File: config.mk
export PLATFORM = sky130hd
export DESIGN_NAME = fpc_front_panel
export DESIGN_NICKNAME = d
export VERILOG_FILES = /design/src/rtl/fpc_pkg.sv /design/src/rtl/fpc_btn_if.sv /design/src/rtl/fpc_debounce.sv /design/src/rtl/fpc_front_panel.sv
export VERILOG_INCLUDE_DIRS = /design/src /design/src/rtl
export SDC_FILE = /design/constraint.sdc
export NUM_CORES = 1
export LEC_CHECK = 0
export ABC_AREA = 1
export BUFFER_PORTS_ARGS = -buffer_cell sky130_fd_sc_hd__buf_2
export CAP_MARGIN = 20
export CORE_ASPECT_RATIO = 2
export CORE_MARGIN = 2
export CORE_UTILIZATION = 45
export CTS_CLUSTER_SIZE = 28
export DETAILED_ROUTE_END_ITERATION = 12
export SETUP_SLACK_MARGIN = 0.2
export SLEW_MARGIN = 20
export SYNTH_ARGS = -nofsm -noshare
export SYNTH_HDL_FRONTEND = slang
export SYNTH_SLANG_ARGS = --single-unit
File: constraint.sdc
create_clock -name core_clk -period 1.95 [get_ports core_clk]
set_input_delay 0.0975 -clock core_clk [delete_from_list [all_inputs] [get_ports core_clk]]
set_output_delay 0.0975 -clock core_clk [all_outputs]
set_load 0.01 [all_outputs]
File: src/rtl/fpc_defs.svh
// Constants of the front panel controller: offsets, fields, timing.
// Assumes a 100 MHz core clock.
`ifndef FPC_DEFS_SVH
`define FPC_DEFS_SVH
`define FPC_CLK_HZ 100000000
`define FPC_DEBOUNCE_MS 25
`define FPC_DEBOUNCE_CYC (`FPC_DEBOUNCE_MS * (`FPC_CLK_HZ / 1000))
`define FPC_NMI_PULSE_US 1000
`define FPC_NMI_CYC (`FPC_NMI_PULSE_US * (`FPC_CLK_HZ / 1000000))
`define FPC_TICK_S 1
`define FPC_TICK_CYC (`FPC_TICK_S * `FPC_CLK_HZ)
`define FPC_IDENT_DEF_S 8'h0F
`define FPC_PWR_FAULT_S 2'h2
`define FPC_NBTN 5
`define FPC_BTN_PWR 0
`define FPC_BTN_RST 1
`define FPC_BTN_SLP 2
`define FPC_BTN_NMI 3
`define FPC_BTN_ID 4
`define FPC_REG_CTRL 5'h00
`define FPC_REG_IDENT 5'h04
`define FPC_REG_FAULT 5'h08
`define FPC_REG_STATUS 5'h0C
`define FPC_REG_EVENTS 5'h10
`define FPC_CTRL_RST 16'h0000
`define FPC_CTRL_INTR_EN 0
`define FPC_CTRL_SEC_EN 1
`define FPC_CTRL_FORCE_ON 2
`define FPC_CTRL_ACT_LSB 4
`define FPC_CTRL_FORCED_LSB 8
`define FPC_CTRL_NMI_LOCK 11
`define FPC_CTRL_SEC_MASK 16'h0FFE
`define FPC_IDENT_DEF_BIT 8
`define FPC_EV_NMI 0
`define FPC_EV_VIOL 1
`define FPC_EV_INTR 2
`endif

File: src/rtl/fpc_pkg.sv
// Types shared by the front panel controller modules.
// Assumes fpc_defs.svh for widths of button groups.
`default_nettype none
`include "fpc_defs.svh"
package fpc_pkg;
  typedef enum logic [1:0] {ID_OFF, ID_BUTTON, ID_TIMED} fpc_ident_e;
  typedef enum logic [2:0] {LED_OFF, GRN_SOLID, GRN_BLINK, AMB_SOLID, AMB_BLINK} fpc_led_e;
  typedef struct packed {
    logic [`FPC_NBTN-1:0] level;
    logic [`FPC_NBTN-1:0] press;
    logic [`FPC_NBTN-1:0][21:0] cnt;
  } fpc_deb_s;
  typedef struct packed {
    logic [26:0] tick_cnt;
    logic blink;
    logic [16:0] nmi_cnt;
    fpc_ident_e ident;
    logic [7:0] secs;
    logic [15:0] ctrl;
    logic [1:0] report;
    logic nmi_seen;
    logic intr;
    logic [1:0] pf_cnt;
    logic pwr_fault;
    logic [2:0] gate;
    logic [2:0] sticky;
    logic prev_pg;
    logic nmi;
    logic led_front;
    logic led_rear;
    logic green;
    logic amber;
    logic [2:0] btn_out;
    logic [2:0] evt;
    logic wait_r;
    logic [31:0] rdata;
  } fpc_state_s;
endpackage
`default_nettype wire

File: src/rtl/fpc_btn_if.sv
// Debounced button levels and press pulses between debouncer and core.
// Assumes both ends share core_clk.
`default_nettype none
`include "fpc_defs.svh"
interface fpc_btn_if;
  logic [`FPC_NBTN-1:0] level;
  logic [`FPC_NBTN-1:0] press;
  modport deb (output level, output press);
  modport core (input level, input press);
endinterface
`default_nettype wire

File: src/rtl/fpc_debounce.sv
// Debouncer bank for the front buttons.
// Assumes raw inputs already synchronous to core_clk, active high when pressed.
`default_nettype none
`include "fpc_defs.svh"
module fpc_debounce #(
  parameter logic [21:0] DEB_CYC = 22'(`FPC_DEBOUNCE_CYC)
) (
  input wire logic core_clk,
  input wire logic rst_n,
  input wire logic ce,
  input wire logic [`FPC_NBTN-1:0] raw,
  fpc_btn_if.deb btn
);
  fpc_pkg::fpc_deb_s st_q, st_d;

  always_comb begin
    st_d = st_q;
    st_d.press = '0;
    for (int i = 0; i < `FPC_NBTN; i++) begin
      // Any bounce restarts the stability count
      if (raw[i] == st_q.level[i]) begin
        st_d.cnt[i] = '0;
      end else if (st_q.cnt[i] == DEB_CYC - 22'h000001) begin
        st_d.cnt[i] = '0;
        st_d.level[i] = raw[i];
        st_d.press[i] = raw[i];
      end else begin
        st_d.cnt[i] = st_q.cnt[i] + 22'h000001;
      end
    end
  end

  always_ff @(posedge core_clk) begin
    if (!rst_n) begin
      st_q <= '0;
    end else if (ce) begin
      st_q <= st_d;
    end
  end

  assign btn.level = st_q.level;
  assign btn.press = st_q.press;
endmodule // fpc_debounce
`default_nettype wire

File: src/rtl/fpc_front_panel.sv
// Front panel control: NMI button, identify LED, status LED, intrusion,
// secure-mode lockout, Avalon-MM register slave.
// Assumes all inputs synchronous to core_clk; power buttons active high.
//
// The implementer's own choices: the register offsets and the Avalon-MM slave port.
`default_nettype none
`include "fpc_defs.svh"
module fpc_front_panel #(
  parameter logic [21:0] DEB_CYC = 22'(`FPC_DEBOUNCE_CYC),
  parameter logic [16:0] NMI_CYC = 17'(`FPC_NMI_CYC),
  parameter logic [26:0] TICK_CYC = 27'(`FPC_TICK_CYC)
) (
  input wire logic core_clk,
  input wire logic rst_n,
  input wire logic ce,
  input wire logic [4:0] avs_address,
  input wire logic avs_read,
  input wire logic avs_write,
  input wire logic [31:0] avs_writedata,
  output logic [31:0] avs_readdata,
  output logic avs_waitrequest,
  input wire logic pb_power,
  input wire logic pb_reset,
  input wire logic pb_sleep,
  input wire logic pb_nmi,
  input wire logic pb_ident,
  input wire logic intrusion_in,
  input wire logic keyboard_lock_signal,
  input wire logic fp_lockout,
  input wire logic sys_pwr_good,
  input wire logic pwr_on_req,
  input wire logic sys_reset_n,
  input wire logic sys_ready,
  input wire logic thr_crit,
  input wire logic thr_noncrit,
  input wire logic fault_resilient_boot,
  input wire logic proc_disabled,
  input wire logic mem_mapped_out,
  output logic nmi_out,
  output logic ident_led_front,
  output logic ident_led_rear,
  output logic led_green,
  output logic led_amber,
  output logic pwr_btn_out,
  output logic rst_btn_out,
  output logic slp_btn_out,
  output logic nmi_btn_evt,
  output logic sec_viol_evt,
  output logic intrusion_evt
);
  fpc_pkg::fpc_state_s st_q, st_d;
  fpc_btn_if btn ();

  fpc_debounce #(.DEB_CYC(DEB_CYC)) u_deb (
    .core_clk(core_clk),
    .rst_n(rst_n),
    .ce(ce),
    .raw({pb_ident, pb_nmi, pb_sleep, pb_reset, pb_power}),
    .btn(btn)
  );

  function automatic logic hit(input logic [4:0] a, input logic [4:0] off);
    return a[4:2] == off[4:2];
  endfunction

  logic tick, sec_act, wr_fire, rd_go, id_cmd, crit, noncrit, degraded;
  logic [2:0] prot, viol;
  logic [7:0] id_secs;
  fpc_pkg::fpc_led_e led;

  always_comb begin
    st_d = st_q;
    st_d.evt = '0;
    tick = st_q.tick_cnt == TICK_CYC - 27'h0000001;
    rd_go = st_q.wait_r && (avs_read || avs_write);
    wr_fire = !st_q.wait_r && avs_write;
    // Secure mode only when enabled by options
    sec_act = st_q.ctrl[`FPC_CTRL_SEC_EN]
      && (keyboard_lock_signal || st_q.ctrl[`FPC_CTRL_FORCE_ON]);
    for (int i = 0; i < 3; i++) begin
      prot[i] = st_q.ctrl[`FPC_CTRL_FORCED_LSB + i]
        || (sec_act && st_q.ctrl[`FPC_CTRL_ACT_LSB + i]);
    end
    // One-second tick
    st_d.tick_cnt = tick ? '0 : st_q.tick_cnt + 27'h0000001;
    if (tick) begin
      st_d.blink = !st_q.blink;
    end
    // NMI pulse, length independent of hold time
    if (st_q.nmi) begin
      st_d.nmi_cnt = st_q.nmi_cnt - 17'h00001;
      if (st_q.nmi_cnt == 17'h00001) begin
        st_d.nmi = 1'b0;
      end
    end else if (btn.press[`FPC_BTN_NMI]) begin
      st_d.evt[`FPC_EV_NMI] = 1'b1;
      // Never protected by secure mode, only by its own lock
      if (!st_q.ctrl[`FPC_CTRL_NMI_LOCK]) begin
        st_d.nmi = 1'b1;
        st_d.nmi_cnt = NMI_CYC;
      end
    end
    // Protected buttons: gate opens on an allowed press, closes at release
    viol = '0;
    for (int i = 0; i < 3; i++) begin
      if (!btn.level[i]) begin
        st_d.gate[i] = 1'b0;
      end else if (btn.press[i]) begin
        st_d.gate[i] = !prot[i];
        viol[i] = prot[i];
      end
    end
    // Reset does nothing while system power is not good
    if (btn.press[`FPC_BTN_RST] && !sys_pwr_good) begin
      st_d.gate[`FPC_BTN_RST] = 1'b0;
    end
    if (btn.press[`FPC_BTN_PWR] && !sys_pwr_good && (sec_act || fp_lockout)) begin
      st_d.gate[`FPC_BTN_PWR] = 1'b0;
    end
    st_d.evt[`FPC_EV_VIOL] = |viol;
    st_d.btn_out = btn.level[2:0] & st_d.gate;
    // Identify button toggles, dropping any command timeout
    if (btn.press[`FPC_BTN_ID]) begin
      st_d.ident = (st_q.ident == fpc_pkg::ID_OFF) ? fpc_pkg::ID_BUTTON
        : fpc_pkg::ID_OFF;
    end else if (st_q.ident == fpc_pkg::ID_TIMED && tick) begin
      st_d.secs = st_q.secs - 8'h01;
      if (st_q.secs == 8'h01) begin
        st_d.ident = fpc_pkg::ID_OFF;
      end
    end
    id_cmd = wr_fire && hit(avs_address, `FPC_REG_IDENT);
    id_secs = avs_writedata[`FPC_IDENT_DEF_BIT] ? `FPC_IDENT_DEF_S
      : avs_writedata[7:0];
    if (id_cmd) begin
      if (id_secs == 8'h00) begin
        st_d.ident = fpc_pkg::ID_OFF;
      end else begin
        st_d.ident = fpc_pkg::ID_TIMED;
        st_d.secs = id_secs;
        st_d.tick_cnt = '0;
      end
    end
    st_d.led_front = st_d.ident != fpc_pkg::ID_OFF && st_q.blink;
    st_d.led_rear = st_d.led_front;
    // Intrusion
    st_d.intr = intrusion_in;
    st_d.evt[`FPC_EV_INTR] = (intrusion_in != st_q.intr)
      && st_q.ctrl[`FPC_CTRL_INTR_EN];
    // Power control fault: power stays on without request
    if (!pwr_on_req && sys_pwr_good) begin
      if (tick && st_q.pf_cnt != `FPC_PWR_FAULT_S) begin
        st_d.pf_cnt = st_q.pf_cnt + 2'h1;
      end
    end else begin
      st_d.pf_cnt = '0;
    end
    st_d.pwr_fault = st_d.pf_cnt == `FPC_PWR_FAULT_S;
    // NMI seen makes the system not ready until system reset
    st_d.nmi_seen = st_q.nmi || (st_q.nmi_seen && sys_reset_n);
    crit = thr_crit || st_q.pwr_fault || st_q.report[1];
    noncrit = thr_noncrit || st_q.intr || st_q.report == 2'h1;
    degraded = fault_resilient_boot || proc_disabled || mem_mapped_out;
    if (!sys_ready || st_q.nmi_seen) begin
      led = fpc_pkg::LED_OFF;
    end else if (crit) begin
      led = fpc_pkg::AMB_SOLID;
    end else if (noncrit) begin
      led = fpc_pkg::AMB_BLINK;
    end else if (degraded) begin
      led = fpc_pkg::GRN_BLINK;
    end else begin
      led = fpc_pkg::GRN_SOLID;
    end
    st_d.green = led == fpc_pkg::GRN_SOLID || (led == fpc_pkg::GRN_BLINK && st_q.blink);
    st_d.amber = led == fpc_pkg::AMB_SOLID || (led == fpc_pkg::AMB_BLINK && st_q.blink);
    // Register writes
    if (wr_fire && hit(avs_address, `FPC_REG_CTRL)) begin
      st_d.ctrl = avs_writedata[15:0];
    end
    if (wr_fire && hit(avs_address, `FPC_REG_FAULT)) begin
      st_d.report = avs_writedata[1:0];
    end
    // Set beats write-one-to-clear
    st_d.sticky = (st_q.sticky
      & ~((wr_fire && hit(avs_address, `FPC_REG_EVENTS)) ? avs_writedata[2:0] : 3'h0))
      | st_d.evt;
    // Secure state dropped on power application and system reset
    st_d.prev_pg = sys_pwr_good;
    if ((sys_pwr_good && !st_q.prev_pg) || !sys_reset_n) begin
      st_d.ctrl = st_d.ctrl & ~`FPC_CTRL_SEC_MASK;
    end
    // Bus: one wait cycle, then one ready cycle
    st_d.wait_r = !rd_go;
    if (rd_go) begin
      unique case (1'b1)
        hit(avs_address, `FPC_REG_CTRL): st_d.rdata = {16'h0000, st_q.ctrl};
        hit(avs_address, `FPC_REG_IDENT): st_d.rdata = {22'h000000, st_q.ident, st_q.secs};
        hit(avs_address, `FPC_REG_FAULT): st_d.rdata = {30'h00000000, st_q.report};
        hit(avs_address, `FPC_REG_STATUS): st_d.rdata = {22'h000000, sec_act,
          st_q.nmi_seen, degraded, noncrit, crit, st_q.pwr_fault, st_q.intr,
          st_q.amber, st_q.green, st_q.ident != fpc_pkg::ID_OFF};
        hit(avs_address, `FPC_REG_EVENTS): st_d.rdata = {29'h00000000, st_q.sticky};
        default: st_d.rdata = '0;
      endcase
    end
  end

  always_ff @(posedge core_clk) begin
    if (!rst_n) begin
      st_q <= '0;
      st_q.ident <= fpc_pkg::ID_OFF;
      st_q.ctrl <= `FPC_CTRL_RST;
      st_q.wait_r <= 1'b1;
    end else if (ce) begin
      st_q <= st_d;
    end
  end

  assign avs_readdata = st_q.rdata;
  assign avs_waitrequest = st_q.wait_r;
  assign nmi_out = st_q.nmi;
  assign ident_led_front = st_q.led_front;
  assign ident_led_rear = st_q.led_rear;
  assign led_green = st_q.green;
  assign led_amber = st_q.amber;
  assign pwr_btn_out = st_q.btn_out[`FPC_BTN_PWR];
  assign rst_btn_out = st_q.btn_out[`FPC_BTN_RST];
  assign slp_btn_out = st_q.btn_out[`FPC_BTN_SLP];
  assign nmi_btn_evt = st_q.evt[`FPC_EV_NMI];
  assign sec_viol_evt = st_q.evt[`FPC_EV_VIOL];
  assign intrusion_evt = st_q.evt[`FPC_EV_INTR];

  // Checks
  logic [16:0] nmi_len_q;
  always_ff @(posedge core_clk) begin
    if (!rst_n) begin
      nmi_len_q <= '0;
    end else if (ce) begin
      nmi_len_q <= nmi_out ? nmi_len_q + 17'h00001 : 17'h00000;
    end
  end
endmodule // fpc_front_panel
`default_nettype wire

==> summary.txt <==
Worst setup path
  • Worst R2R Setup Slack: 170 ps
  • CP endpoint: st_q[51]
  • CP max stage cell: dfxtp_1
  • Worst setup startpoint: st_q[118]
  • Crit Path Class: reg -> reg
  • CP Capture Type: register
  • Reg2Reg Depth: 10
  • Worst r2r dst: st_q[51]
  • Reg2reg start: st_q[118]
  • Crit path max fanout: 3
  • Crit path cell chain: nand2_1 -> nor2_1 -> nand2_1 -> nor2_4 -> nand2_4 -> nor2_4 -> o21ai_1 -> a21oi_2 -> nand2_2 -> a21oi_2
  • CP required: 2410 ps
  • Crit path launch type: register
  • Critical path arrival: 2230 ps
  • Slowest stage delay, CP: 410 ps

Drt
  • Drt first pass iters: 5
  • Routed via count: 12857
  • Drc violations: 0
  • Wire per inst: 15.60 um
  • Final WL: 37.37 mm
  • Final ANT Viol Nets: 0
  • DRT iter0 DRCs: 602
  • Post-DR vias/cell: 5.368

Die
  • Die height: 240.5 um
  • Core ar.: 27550 um2
  • Initial Utilization: 45.70%
  • I/O pins: 103
  • Die width: 122.3 um
  • Die ar.: 29410 um2
  • Row count: 86

Synthesis
  • Synth area leader: dfxtp_1
  • Synth warn: 0
  • Post-synth EDFFs: 0
  • Post-synth top flop: dfxtp_1
  • Unique masters post-synth: 50
  • Post-Syn Area per Cell: 6.675 um2
  • Synth top area share: 36.74%
  • Cells after Synth: 1886
  • Post-Syn Area: 12590 um2
  • Main area contributors after synthesis: dfxtp_1 37%, nand2_1 14%, a21oi_1 7.8%
  • Async S/R FF share, synth: 0%
  • Seq/Total Area, Yosys: 36.74%
  • Synthesis-stage register bit count: 231

GRT
  • Gr ovfl total: 0
  • Initial antenna violation count: 0
  • Vias in the first global route: 12127
  • GRT Overall Usage: 24.24%
  • First-pass GRT wire length: 57.62 mm
  • Largest net degree at the start of global routing: 89

Min path
  • Worst Hold Class: in -> reg
  • Hold path cells: 5

Clock network
  • H-tree levels: 1
  • Later-pin clock latency in the skew report: 530 ps
  • CTS tree: built
  • Root Driver: clkbuf_16
  • CTS Buf Count: 23
  • CTS sink count: 231
  • Clock transition at the registers of the reported paths: 60 ps
  • Largest buffer count on any clock path: 3

Placement
  • Detailed Place HPWL: 26.15 mm
  • Placement Setup Slack: 23.38 ps
  • PortBufs: 68
  • GP Congestion: 0.9505
  • Area of placed instances: 13350 um2

STA
  • Post-Route Setup TNS: 0 ps
  • RSZ-0062 raised after global routing: true
  • Final hold violations: 0
  • Worst-margin pin slew: 640.8 ps
  • Endpoints failing setup: 0
  • Fin crit share: 91.20%
  • Worst Skew: 16.50 ps
  • Slew Limit Headroom: 56.99%
  • Highest Clock Rate: 0.5623 GHz
  • Min Tclk post-route: 1778 ps
  • Slew Viols, Final: 0
  • Final worst setup slack: 171.6 ps

Power
  • Peak VDD IR: 494.5 uV
  • Pleak: 0.005890 uW
  • Total Power: 10230 uW
  • P per Cell Area: 654.4 nW/um2

Final layout
  • Post-route cell area: 15640 um2
  • Area grow syn2layout: 24.24%
  • Fillcell total: 2742
  • Final net count: 2099
  • Area of the multi-input gates: 7372 um2
  • Seq. cell area: 4688 um2
  • Share of layout cells above drive strength 1: 20.26%
  • # diodes: 0

Run
  • Max-cap violations: 0

Status
  • Status: finished clean
cell usage after synthesis, types with 6 or more instances:
library cell and number:
buf_4 37, dfxtp_1 231, a22oi_1 6, nor3_1 41, o21a_1 6, buf_2 6, inv_1 207, a21oi_1 197
clkbuf_1 36, xor2_1 27, nor4_1 14, o31ai_1 6, nand2_1 460, nor2_2 18, nor2_4 10, nor3_2 8
nor2_1 172, inv_2 13, ha_1 11, a211oi_1 7, nand4_1 52, nand3_1 106, o21ai_0 114, o22ai_1 10
buf_1 7, nand2_2 20, o211ai_1 6
sequential cells by signal, summed over array words and instances, names as in the netlist, 5 cells and up:
register         cells
u_deb.btn.press      5
u_deb.btn.level      5
st_q                85
u_deb.st_q         110
avs_readdata        16
placed cells by master, fill, tap and decap left out, types with 16 or more instances in the layout:
cell,instances
a21oi_1,191
buf_2,67
buf_4,80
clkbuf_16,25
conb_1,16
dfxtp_1,206
dlygate4sd3_1,31
inv_1,198
nand2_1,442
nand2_2,28
nand3_1,90
nand4_1,52
nor2_1,149
nor2_2,22
nor2_4,30
nor3_1,35
o21ai_0,92
o21ai_1,17
xor2_1,27
worst max-delay path: cells and delay by family, from the launching register on:
kind               cells  cell delay, ps
AOI/OAI and AO/OA      3             360
and+or+nand+nor        7             940
DFF                    1             410
how the worst min path moves through the flow:
stage / end / slack (ps) / start
6_report: st_q[45] / 70 / avs_address[3]
5_1_grt: st_q[105] / 80 / ce
4_1_cts: led_green / 30 / mem_mapped_out
3_5_place_dp: st_q[72] / 330 / avs_writedata[14]
3_3_place_gp: st_q[72] / 330 / avs_writedata[14]
2_1_floorplan: st_q[54] / 230 / intrusion_in
kinds of logic (layout without fill, tap and decap cells):
| logic type | count (synthesis) | count (layout) | synth area share, % |
|---|---|---|---|
| XOR/XNOR | 31 | 31 | 2.157 |
| AO/OA/AOI/OAI | 377 | 377 | 16.21 |
| flip-flops | 231 | 231 | 36.74 |
| buffers and inverters | 310 | 451 | 10.65 |
| other | 1 | 16 | 0.02979 |
| AND/OR/NAND/NOR | 925 | 926 | 33.13 |
| adder cells (fa/ha/maj) | 11 | 11 | 1.093 |
stage by stage:
step | hold WS [ps] | util [%] | instances
2_1_floorplan | 232.4 | - | 1901
3_3_place_gp | 325.2 | 48.47 | 2279
3_5_place_dp | 330.0 | 48.47 | 2279
4_1_cts | 33.63 | 53.11 | 2354
5_1_grt | 83.78 | 56.78 | 2395
6_report | 65.78 | 56.78 | 2395
power breakdown:
| group | leakage [uW] | switching [uW] | internal (uW) |
|---|---|---|---|
| sequential | 0.00188 | 31.8 | 4740 |
| combinational | 0.00362 | 435 | 235 |
| clock | 0.000392 | 1920 | 2870 |
layout make-up:
type	instances	area share, %
Timing Repair inverter	1	0.07200
Sequential cell	231	29.98
Multi-Input combinational cell	1361	47.14
Inverter	220	5.504
Clock inverter	7	0.8640
Timing Repair Buffer	191	9.416
Clock buffer	32	4.216
Tap cell	352	2.816
metal layers:
| layer | wire, um | track usage [%] | vias up |
|---|---|---|---|
| met3 | 1066 | 2.528 | 114 |
| met2 | 20770 | 48.27 | 242 |
| met1 | 13490 | 23.44 | 6058 |
| met5 | 0 | 0 | - |
| met4 | 2036 | 13.27 | 0 |
| li1 | - | - | 6443 |
what timing repair did:
action                     4_1_cts  5_1_grt
pin swaps                        9       65
buffers inserted                 5       37
gates resized for setup         40      199
hold buffers                    31        0
hold endpoints to repair        41        0
setup endpoints to repair      118      147
cloned                           0        4
Power figures use the tool's default switching activity.
